===== src/hw/mspcs_pkg.sv =====
// package for the host serial pcs status register bank
// assumes a plain address/strobe register port and 16-bit registers
package mspcs_pkg;
    localparam int unsigned ADDR_W = 5;
    localparam int unsigned DATA_W = 16;

    // register offsets in the extended page
    localparam logic [4:0] OFF_PCS_CTRL    = 5'h10;
    localparam logic [4:0] OFF_PCS_STATUS  = 5'h11;
    localparam logic [4:0] OFF_ADV_WORD    = 5'h12;
    localparam logic [4:0] OFF_LP_WORD     = 5'h13;
    localparam logic [4:0] OFF_SER_STATUS  = 5'h14;
    localparam logic [4:0] OFF_TX_GOOD     = 5'h15;
    localparam logic [4:0] OFF_CNT_SEL     = 5'h16;

    // field positions
    localparam int unsigned BIT_SYNC_FAIL  = 15;
    localparam int unsigned BIT_CG_BAD     = 14;
    localparam int unsigned BIT_ALIGN_ERR  = 12;
    localparam int unsigned BIT_LP_RESTART = 11;
    localparam int unsigned BIT_RF_LO      = 8;
    localparam int unsigned BIT_ABIL_LO    = 4;
    localparam int unsigned BIT_LP_AN_CAP  = 3;
    localparam int unsigned BIT_LINK       = 2;
    localparam int unsigned BIT_AN_DONE    = 1;
    localparam int unsigned BIT_SIG_DET    = 0;
    localparam int unsigned BIT_REALIGN    = 15;
    localparam int unsigned BIT_SER_SD     = 14;
    localparam int unsigned BIT_QSYNC      = 13;
    localparam int unsigned BIT_COMMA      = 12;
    localparam int unsigned BIT_CPOS_LO    = 8;
    localparam int unsigned BIT_CNT_ACT    = 15;
    localparam int unsigned BIT_FORCE_ADV  = 11;
    localparam int unsigned BIT_SEL_LO     = 14;
    localparam int unsigned BIT_CNT_LO     = 0;

    // partner code word bit positions used by the decoded status fields
    localparam int unsigned LPW_RF_LO      = 12;
    localparam int unsigned LPW_ASYM       = 8;
    localparam int unsigned LPW_SYM        = 7;
    localparam int unsigned LPW_HD         = 6;
    localparam int unsigned LPW_FD         = 5;

    // reset values and counts
    localparam logic [15:0] ADV_RESET      = 16'h0000;
    localparam logic [13:0] CNT_WRAP       = 14'h270f;  // 9999, modulo 10000
    localparam logic [3:0]  CPOS_MAX       = 4'h9;
    localparam logic [1:0]  SEL_MEDIA      = 2'h0;
    localparam logic [1:0]  SEL_HOST       = 2'h1;

    // events and levels from the serial pcs datapath
    typedef struct packed {
        logic       sync_lost;     // pulse
        logic       cg_bad;        // pulse
        logic       align_err;     // pulse
        logic       lp_restart;    // pulse
        logic       realign;       // pulse
        logic       sig_det_evt;   // pulse
        logic       lp_word_vld;   // pulse with lp_word
        logic [15:0] lp_word;
        logic       lp_an_cap;     // level
        logic       link_up;       // level
        logic       an_done;       // level
        logic       sig_det;       // level
        logic       qsgmii_sync;   // level
        logic       comma_det;     // level
        logic [3:0] comma_pos;     // level
        logic       media_tx_good; // pulse
        logic       host_tx_good;  // pulse
        logic       media_link_up; // level
    } mspcs_stat_t;
endpackage


===== src/hw/mspcs_regs.sv =====
// host serial pcs status/ability register bank with tx good packet counter
// assumes pcs inputs come from the same clock domain; register port is
// address/strobe with read data one cycle after the read strobe
//
// How it works
// RL1 - bit 15 latches sync loss until the status register is next read
// RL2 - bit 14 latches invalid code-group until next status read
// RL3 - bit 12 shows an sgmii alignment error occurred
// RL4 - bit 11 shows the partner requested autonegotiation restart
// RL5 - bits 9:8 hold partner remote fault, nonzero means fault
// RL6 - bits 7:4 show partner asym pause, sym pause, full, half duplex
// RL7 - bit 3 shows partner is autonegotiation capable
// RL8 - bit 2 link connected, bit 1 autonegotiation complete
// RL9 - bit 0 shows pcs signal detect present
// RL10 - advertised word resets to zero, writable only with force bit set
// RL11 - advertised readback undefined when force bit clear; software ignores it
// RL12 - last partner config word captured in a read-only register
// RL13 - serial status bit 15 sticky on comma realignment, clears on read
// RL14 - serial status bit 14 sticky on signal detection, clears on read
// RL15 - bit 13 gives qsgmii sync, meaningful only on first port
// RL16 - bit 12 latches low on comma detect loss, set to one after each read
// RL17 - bits 11:8 give comma position 0 to 9
// RL18 - counter register bit 15 shows counter active
// RL19 - 14-bit good packet count wraps modulo ten thousand
// RL20 - counters run only while media link is up
// RL21 - two-bit select chooses media or host side counters
// RL22 - software selects page three before access; outside this block
// RL23 - reserved bits read zero, writes to read-only fields ignored
// RL24 - since-last-read bits clear on read unless condition persists
//
// Added by the designer: the address-and-strobe port.
`timescale 1ns/1ps

module mspcs_regs
    import mspcs_pkg::*;
(
    input  wire logic                      REF_CLK,
    input  wire logic                      NRST,
    input  wire logic [mspcs_pkg::ADDR_W-1:0] ADDR,
    input  wire logic [mspcs_pkg::DATA_W-1:0] WDATA,
    input  wire logic                      WR,
    input  wire logic                      RD,
    output logic      [mspcs_pkg::DATA_W-1:0] RDATA,
    input  wire mspcs_pkg::mspcs_stat_t    PCS_STAT,
    input  wire logic                      FIRST_PORT,
    output logic      [mspcs_pkg::DATA_W-1:0] ADV_WORD,
    output logic                           FORCE_ADV
);
    import mspcs_pkg::*;

    // address match, shared by the read strobe decodes and the write decodes
    function automatic logic hit(input logic [4:0] a, input logic [4:0] off);
        return a == off;
    endfunction

    logic        rd_pcs;
    logic        rd_ser;
    logic        sync_fail_reg;
    logic        cg_bad_reg;
    logic        align_err_reg;
    logic        lp_restart_reg;
    logic        realign_reg;
    logic        ser_sd_reg;
    logic        comma_reg;
    logic        force_reg;
    logic [15:0] adv_reg;
    logic [15:0] lp_reg;
    logic [1:0]  sel_reg;
    logic [13:0] cnt_reg;
    logic        cnt_evt;
    logic [15:0] rdata_next;
    logic [15:0] rdata_reg;

    assign rd_pcs = RD && hit(ADDR, OFF_PCS_STATUS);
    assign rd_ser = RD && hit(ADDR, OFF_SER_STATUS);

    // latched status flags: a new event in the read cycle wins over the clear
    always_ff @(posedge REF_CLK or negedge NRST) begin
        if (!NRST) begin
            sync_fail_reg  <= 1'b0;
            cg_bad_reg     <= 1'b0;
            align_err_reg  <= 1'b0;
            lp_restart_reg <= 1'b0;
        end else begin
            sync_fail_reg  <= PCS_STAT.sync_lost  | (sync_fail_reg  & ~rd_pcs); // RL1 RL24
            cg_bad_reg     <= PCS_STAT.cg_bad     | (cg_bad_reg     & ~rd_pcs); // RL2 RL24
            align_err_reg  <= PCS_STAT.align_err  | (align_err_reg  & ~rd_pcs); // RL3
            lp_restart_reg <= PCS_STAT.lp_restart | (lp_restart_reg & ~rd_pcs); // RL4
        end
    end

    // serial status sticky bits
    always_ff @(posedge REF_CLK or negedge NRST) begin
        if (!NRST) begin
            realign_reg <= 1'b0;
            ser_sd_reg  <= 1'b0;
            comma_reg   <= 1'b1;
        end else begin
            realign_reg <= PCS_STAT.realign     | (realign_reg & ~rd_ser); // RL13
            ser_sd_reg  <= PCS_STAT.sig_det_evt | (ser_sd_reg  & ~rd_ser); // RL14
            // comma flag: reread sets to one, otherwise tracks detector loss
            if (rd_ser) begin
                comma_reg <= 1'b1; // RL16
            end else if (!PCS_STAT.comma_det) begin
                comma_reg <= 1'b0; // RL16
            end
        end
    end

    // control: force bit and counter select, software owned
    always_ff @(posedge REF_CLK or negedge NRST) begin
        if (!NRST) begin
            force_reg <= 1'b0;
            sel_reg   <= SEL_MEDIA;
        end else if (WR) begin
            if (hit(ADDR, OFF_PCS_CTRL)) begin
                force_reg <= WDATA[BIT_FORCE_ADV];
            end
            if (hit(ADDR, OFF_CNT_SEL)) begin
                sel_reg <= WDATA[BIT_SEL_LO +: 2]; // RL21
            end
        end
    end

    // advertised word, writes gated by the force bit
    always_ff @(posedge REF_CLK or negedge NRST) begin
        if (!NRST) begin
            adv_reg <= ADV_RESET; // RL10
        end else if (WR && hit(ADDR, OFF_ADV_WORD) && force_reg) begin
            adv_reg <= WDATA; // RL10
        end
    end

    // partner code word capture
    always_ff @(posedge REF_CLK or negedge NRST) begin
        if (!NRST) begin
            lp_reg <= 16'h0000;
        end else if (PCS_STAT.lp_word_vld) begin
            lp_reg <= PCS_STAT.lp_word; // RL12
        end
    end

    // good packet counter, selected side, runs only with media link up
    assign cnt_evt = PCS_STAT.media_link_up &&                              // RL20
        ((sel_reg == SEL_MEDIA && PCS_STAT.media_tx_good) ||
         (sel_reg == SEL_HOST  && PCS_STAT.host_tx_good));                 // RL21

    always_ff @(posedge REF_CLK or negedge NRST) begin
        if (!NRST) begin
            cnt_reg <= 14'h0000;
        end else if (cnt_evt) begin
            cnt_reg <= (cnt_reg == CNT_WRAP) ? 14'h0000 : cnt_reg + 14'h0001; // RL19
        end
    end

    // read mux; reserved bits and unmapped offsets read zero
    always_comb begin
        rdata_next = 16'h0000; // RL23
        if (RD) begin
            case (ADDR)
                OFF_PCS_CTRL: begin
                    rdata_next[BIT_FORCE_ADV] = force_reg;
                end
                OFF_PCS_STATUS: begin
                    rdata_next[BIT_SYNC_FAIL]  = sync_fail_reg;           // RL1
                    rdata_next[BIT_CG_BAD]     = cg_bad_reg;              // RL2
                    rdata_next[BIT_ALIGN_ERR]  = align_err_reg;           // RL3
                    rdata_next[BIT_LP_RESTART] = lp_restart_reg;          // RL4
                    rdata_next[BIT_RF_LO +: 2] = lp_reg[LPW_RF_LO +: 2];  // RL5
                    rdata_next[BIT_ABIL_LO+3]  = lp_reg[LPW_ASYM];        // RL6
                    rdata_next[BIT_ABIL_LO+2]  = lp_reg[LPW_SYM];         // RL6
                    rdata_next[BIT_ABIL_LO+1]  = lp_reg[LPW_FD];          // RL6
                    rdata_next[BIT_ABIL_LO]    = lp_reg[LPW_HD];          // RL6
                    rdata_next[BIT_LP_AN_CAP]  = PCS_STAT.lp_an_cap;      // RL7
                    rdata_next[BIT_LINK]       = PCS_STAT.link_up;        // RL8
                    rdata_next[BIT_AN_DONE]    = PCS_STAT.an_done;        // RL8
                    rdata_next[BIT_SIG_DET]    = PCS_STAT.sig_det;        // RL9
                end
                OFF_ADV_WORD: begin
                    rdata_next = adv_reg; // RL11
                end
                OFF_LP_WORD: begin
                    rdata_next = lp_reg;
                end
                OFF_SER_STATUS: begin
                    rdata_next[BIT_REALIGN] = realign_reg;
                    rdata_next[BIT_SER_SD]  = ser_sd_reg;
                    rdata_next[BIT_QSYNC]   = FIRST_PORT & PCS_STAT.qsgmii_sync; // RL15
                    rdata_next[BIT_COMMA]   = comma_reg;
                    // clamp out-of-range positions to the last legal one
                    rdata_next[BIT_CPOS_LO +: 4] = (PCS_STAT.comma_pos > CPOS_MAX) ?
                        CPOS_MAX : PCS_STAT.comma_pos; // RL17
                end
                OFF_TX_GOOD: begin
                    rdata_next[BIT_CNT_ACT] = PCS_STAT.media_link_up; // RL18
                    rdata_next[BIT_CNT_LO +: 14] = cnt_reg;           // RL19
                end
                OFF_CNT_SEL: begin
                    rdata_next[BIT_SEL_LO +: 2] = sel_reg;
                end
                default: begin
                    rdata_next = 16'h0000;
                end
            endcase
        end
    end

    // read data registered, valid the cycle after the strobe only
    always_ff @(posedge REF_CLK or negedge NRST) begin
        if (!NRST) begin
            rdata_reg <= 16'h0000;
        end else begin
            rdata_reg <= rdata_next;
        end
    end

    assign RDATA     = rdata_reg;
    assign ADV_WORD  = adv_reg;
    assign FORCE_ADV = force_reg;
endmodule // mspcs_regs


===== config.mk =====
export PLATFORM = sky130hd
export DESIGN_NAME = mspcs_regs
export DESIGN_NICKNAME = d
export VERILOG_FILES = /design/src/hw/mspcs_pkg.sv /design/src/hw/mspcs_regs.sv
export SDC_FILE = /design/constraint.sdc
export NUM_CORES = 1
export LEC_CHECK = 0
export ABC_AREA = 1
export ABC_CLOCK_PERIOD_IN_PS = 3300
export CAP_MARGIN = 20
export CELL_PAD_IN_SITES_DETAIL_PLACEMENT = 1
export CELL_PAD_IN_SITES_GLOBAL_PLACEMENT = 2
export CORE_ASPECT_RATIO = 0.7
export CORE_MARGIN = 3
export CORE_UTILIZATION = 39
export DETAILED_ROUTE_END_ITERATION = 16
export DONT_BUFFER_PORTS = 1
export GPL_ROUTABILITY_DRIVEN = 0
export PLACE_DENSITY = 0.93
export SYNTH_ARGS = -nofsm -noshare
export SYNTH_HDL_FRONTEND = slang
export SYNTH_SLANG_ARGS = --single-unit
export TNS_END_PERCENT = 5

===== constraint.sdc =====
create_clock -name REF_CLK -period 3.3 [get_ports REF_CLK]
set_input_delay 0.33 -clock REF_CLK [delete_from_list [all_inputs] [get_ports REF_CLK]]
set_output_delay 0.33 -clock REF_CLK [all_outputs]
set_load 0.1 [all_outputs]

---- Word-level counts from Yosys, hierarchy flattened ----
Cells that the tools add are included.
cells by class
  $add $sub $neg .......................... 1
  order comparisons ....................... 1
  equal/unequal tests ..................... 10
  mux-type cells .......................... 13
  bitwise logic cells ..................... 15
  reduce and logical (&&, ||, !) cells .... 11
operators with widths
  kind                   count
  $eq 5x5->1 const B     7
  $pmux 8 s4             1
  $mux 16                1
  $add 14x1->14 const B  1
  $eq 14x14->1 const B   1
  $mux 14                1
  $pmux 1 s6             2
  $pmux 1 s5             2
  $pmux 2 s5             1
  $pmux 1 s4             2
  $and 1x1->1            7
  $logic_and 1x1->1      7
  $or 1x1->1             6
  $gt 4x4->1 const B     1
  $mux 4                 1
  $reduce_and 2->1       2
  $eq 2x1->1 const B     1
  $logic_not 2->1        1
  $mux 1                 2
  $ne 2x1->1 const B     1
  $not 1->1              2
  $logic_or 1x1->1       1
word-level totals
  bits in registers ....................... 72
  bits of input ports ..................... 62
  output and inout bits ................... 33
  logic and storage cells ................. 64

---- Logic depth before layout (Yosys ltp) ----
  word-level depth ........................ 5
  depth in mapped cells ................... 8
  gate-level depth less buffers ........... 8

---- Worst setup path before layout ----
Ideal clock, no wire load.
  path kind ............................... flip-flop to flip-flop
  start ................................... register force_reg, in the netlist FORCE_ADV
  end ..................................... register adv_reg[13], in the netlist ADV_WORD[13]
  setup time .............................. 0.123 ns
  arrival ................................. 1.556 ns
  data required time ...................... 3.177 ns
  setup slack ............................. 1.621 ns
  cell stages (with the launch flop) ...... 5
  buffers on the path ..................... 1
  period minus slack after synthesis ...... 1.679 ns
  cell sequence ........................... dfrtp_1 > nand3_2 > buf_6 > nand2_1 > o21ai_2
on the way
  word-level cells in the longest chain between the ends .. 1
ends and longest elaborated chain
  item                    RTL line           text
  from (decl)             mspcs_regs.sv:65   logic force_reg;
  from (signal assigned)  mspcs_regs.sv:117  force_reg <= WDATA[BIT_FORCE_ADV];
  $logic_and 1x1->1       mspcs_regs.sv:129  end else if (WR && hit(ADDR, OFF_ADV_WORD) && force_reg) begin
  to (signal assigned)    mspcs_regs.sv:128  adv_reg <= ADV_RESET;
  to (signal assigned)    mspcs_regs.sv:130  adv_reg <= WDATA;
  to (decl)               mspcs_regs.sv:66   logic [15:0] adv_reg;
No other way between the ends.
A chain may end at the register's enable or synchronous reset.

---- Final worst setup path ----
  start ................................... register cnt_reg[1]
  end ..................................... register cnt_reg[4]
on the way
  word-level cells in the longest chain between the ends .. 2
  elaborated cells on any way between the ends .. 3
  those cells by class .................... add/sub: 1; eq/ne: 1; mux: 1
ends and longest elaborated chain
  item                                           RTL line           text
  from (decl)                                    mspcs_regs.sv:69   logic [13:0] cnt_reg;
  from (signal assigned)                         mspcs_regs.sv:152  cnt_reg <= (cnt_reg == CNT_WRAP) ? 14'h0000 : cnt_reg + 14'h0001;
  $add 14x1->14 or $eq 14x14->1 (tied branches)  mspcs_regs.sv:152
  $mux 14 *                                      mspcs_regs.sv:152
Mark *: on every way between the ends. The rest lies on a longest branch, timed or not.

==> impl_metrics.yaml <==
status:
  status: "finished clean"
floorplanning:
  die_h_um: 87.90
  die_w_um: 123.0
  rows: 29
  pin_count: 95
  dieArea_um2: 10810
  core_area_um2: 9180
  initial_utilization_pct: 40.71
pwr:
  power_density_nw_per_um2: 632.2
  peakVddDrop_mv: 0.3250
  total_power_w: 0.002662
  power_leakage_nw: 2.085
critical_path:
  crit_path_cell_trace: "ha_1, nand2_1, nor2_1, inv_1, nor2_1, nand2_1, nand3_1, o21ai_0"
  crit_fanout: 5
  worst_path_max_delay_cell: "dfrtp_1"
  criticalPathCategory: "register to register"
  path_buf_inv: 1
  critPathMaxStageDelay_ns: 0.40
  cp.required_ns: 3.50
  cpLargestDelayFamily: "simple AND/OR/NAND/NOR gates"
  cp-end-kind: "register"
  critPathLaunchType: "register"
  worst-endpoint-arrival_ns: 2.02
cts:
  cts_root_buffer: "clkbuf_16"
  cts_buffer_depth: 2
  clk_pin_slew_ns: 0.06
  clk_latency_ns: 0.34
  tritoncts: "done"
  numCtsBuffers: 9
  h-tree-depth: 3
  clock_sinks: 72
sta:
  hold_violations: 0
  period_share_pct: 55.05
  max_freq_ghz: 0.5504
  tns_ns: 0
  setup_viol: 0
  slew_viol_final: 0
  clock_skew_ns: 0.004730
  fin_hold_ws_ns: 0.08928
  worst_pin_slew_ns: 0.9796
  finalCriticalPeriod_ns: 1.817
  slew_headroom_pct: 34.69
  grt_setup_unrepaired: "no"
  setup_ws_ns: 1.483
detailed_routing:
  wl_per_cell_um: 18.48
  drt_iter0_drc: 118
  drt_pass1_iterations: 4
  ant_nets: 0
  num_vias: 3124
  finalWirelength_um: 11010
  drc_errors: 0
  routed_via_density: 5.242
synth:
  yosysTopAreaCellShare_pct: 47.54
  synthCells: 465
  yosysSeqAreaShare_pct: 48.24
  ys_ff_latch: 72
  ys.flop_type: "dfrtp_1"
  syn_nets: 528
  yosysTopAreaCell: "dfrtp_1"
  syn_avg_cell_area_um2: 8.037
  synth_area_leaders: "dfrtp_1 (48%), nand2_1 (14%), nor2_1 (6.0%)"
  async_reset_ff_share_pct: 100.0
  synth-edff-count: 0
  synth_area_um2: 3737
  yosys_warnings: 0
  ys_types: 28
place:
  dp_hpwl_um: 8029
  detailedPlace.worstSlack_ns: 1.437
  numPortBuffers: 0
global_route:
  grt_pass1_vias: 3304
  grt_max_degree: 73
  grt_usage_pct: 21.72
  grt_pass1_wl_um: 17660
  antenna_found_initial: 4
  globalRouteOverflowTotal: 0
finish:
  post_route_cells_drive_above_1_share_pct: 13.19
  nets: 528
  syn_to_final_growth_pct: 12.69
  mostFrequentLayoutCells: "nand2_1 (137), dfrtp_1 (71), nor2_1 (60)"
  mostFrequentLayoutCell: "nand2_1"
run:
  cap_violations: 0
worst_hold_path:
  hold_path_class: "primary input to register"
## what timing repair did
item,in CTS,in global routing
resized for setup,0,0
setup buffers,0,0
hold buffers,2,0
setup endpoints to repair,0,0
endpoints found under the hold margin,72,0
## cell type report
class	count	area [um2]
antenna	2	5.005
clock buffer	12	256.5
clock inverter	4	98.84
fill	1085	4969
inverter	54	202.7
multi-input combinational	323	1630
sequential	72	1803
tap	124	155.1
timing repair buffer	5	60.06
## routing by layer
layer | vias to the layer above | part of all wire [%] | GRT usage, %
met2 | 87 | 46 | 34.46
met3 | 15 | 8.2 | 9.361
met4 | 4 | 0.97 | 5.226
met5 | - | 0.25 | 0
li1 | 1490 | - | -
met1 | 1528 | 44 | 27.70
## per-stage QoR
step	area, um2	utilization [%]	cells
6_report	4212	45.88	596
5_1_grt	4212	45.88	596
4_1_cts	4207	45.82	594
3_5_place_dp	3814	41.54	576
3_3_place_gp	3814	41.54	576
2_1_floorplan	3737	-	465
## report_power, final
part / internal [W] / switching (W)
Combinational: 0.000104 / 0.000197
Clock: 0.000782 / 0.000369
Sequential: 0.000966 / 0.000245
## synthesized netlist by cell type, types with 2 or more instances
master	n
nand2_1	137
dfrtp_1	71
nor2_1	60
inv_1	52
nand3_1	32
nand4_1	26
mux2_2	16
o21ai_2	16
o21ai_0	11
buf_2	6
o21bai_1	6
a21oi_1	3
buf_4	3
buf_6	3
clkbuf_1	3
xor2_1	3
a21o_1	2
inv_2	2
nand2_2	2
nor2_2	2
nor3_2	2
## cells by family after synthesis
logic type | Yosys count | synth area share [%]
flip-flops | 72 | 48.24
AND/OR/NAND/NOR | 265 | 30.53
XOR/XNOR | 3 | 0.7032
AO/OA/AOI/OAI | 38 | 7.231
multiplexers | 16 | 4.821
adder cells (fa/ha/maj) | 1 | 0.3347
buffers and inverters | 70 | 8.135
## worst paths after layout
kind                                   startpoint                     end  slack [ns]  cells after the start
setup / recovery           cnt_reg[1]$_DFFE_PN0P_  cnt_reg[4]$_DFFE_PN0P_        1.48                      8
max in group asynchronous                    NRST     RDATA[13]$_DFF_PN0_        2.41                      2
min in group asynchronous                    NRST    ser_sd_reg$_DFF_PN0_        0.57                      2
hold reg to reg             comma_reg$_DFFE_PN1P_   comma_reg$_DFFE_PN1P_        0.48                      2
setup reg to reg           cnt_reg[1]$_DFFE_PN0P_  cnt_reg[4]$_DFFE_PN0P_        1.48                      8
hold / removal                       PCS_STAT[31]   realign_reg$_DFF_PN0_        0.09                      1
No activity file was read; power rests on OpenSTA's default activity.
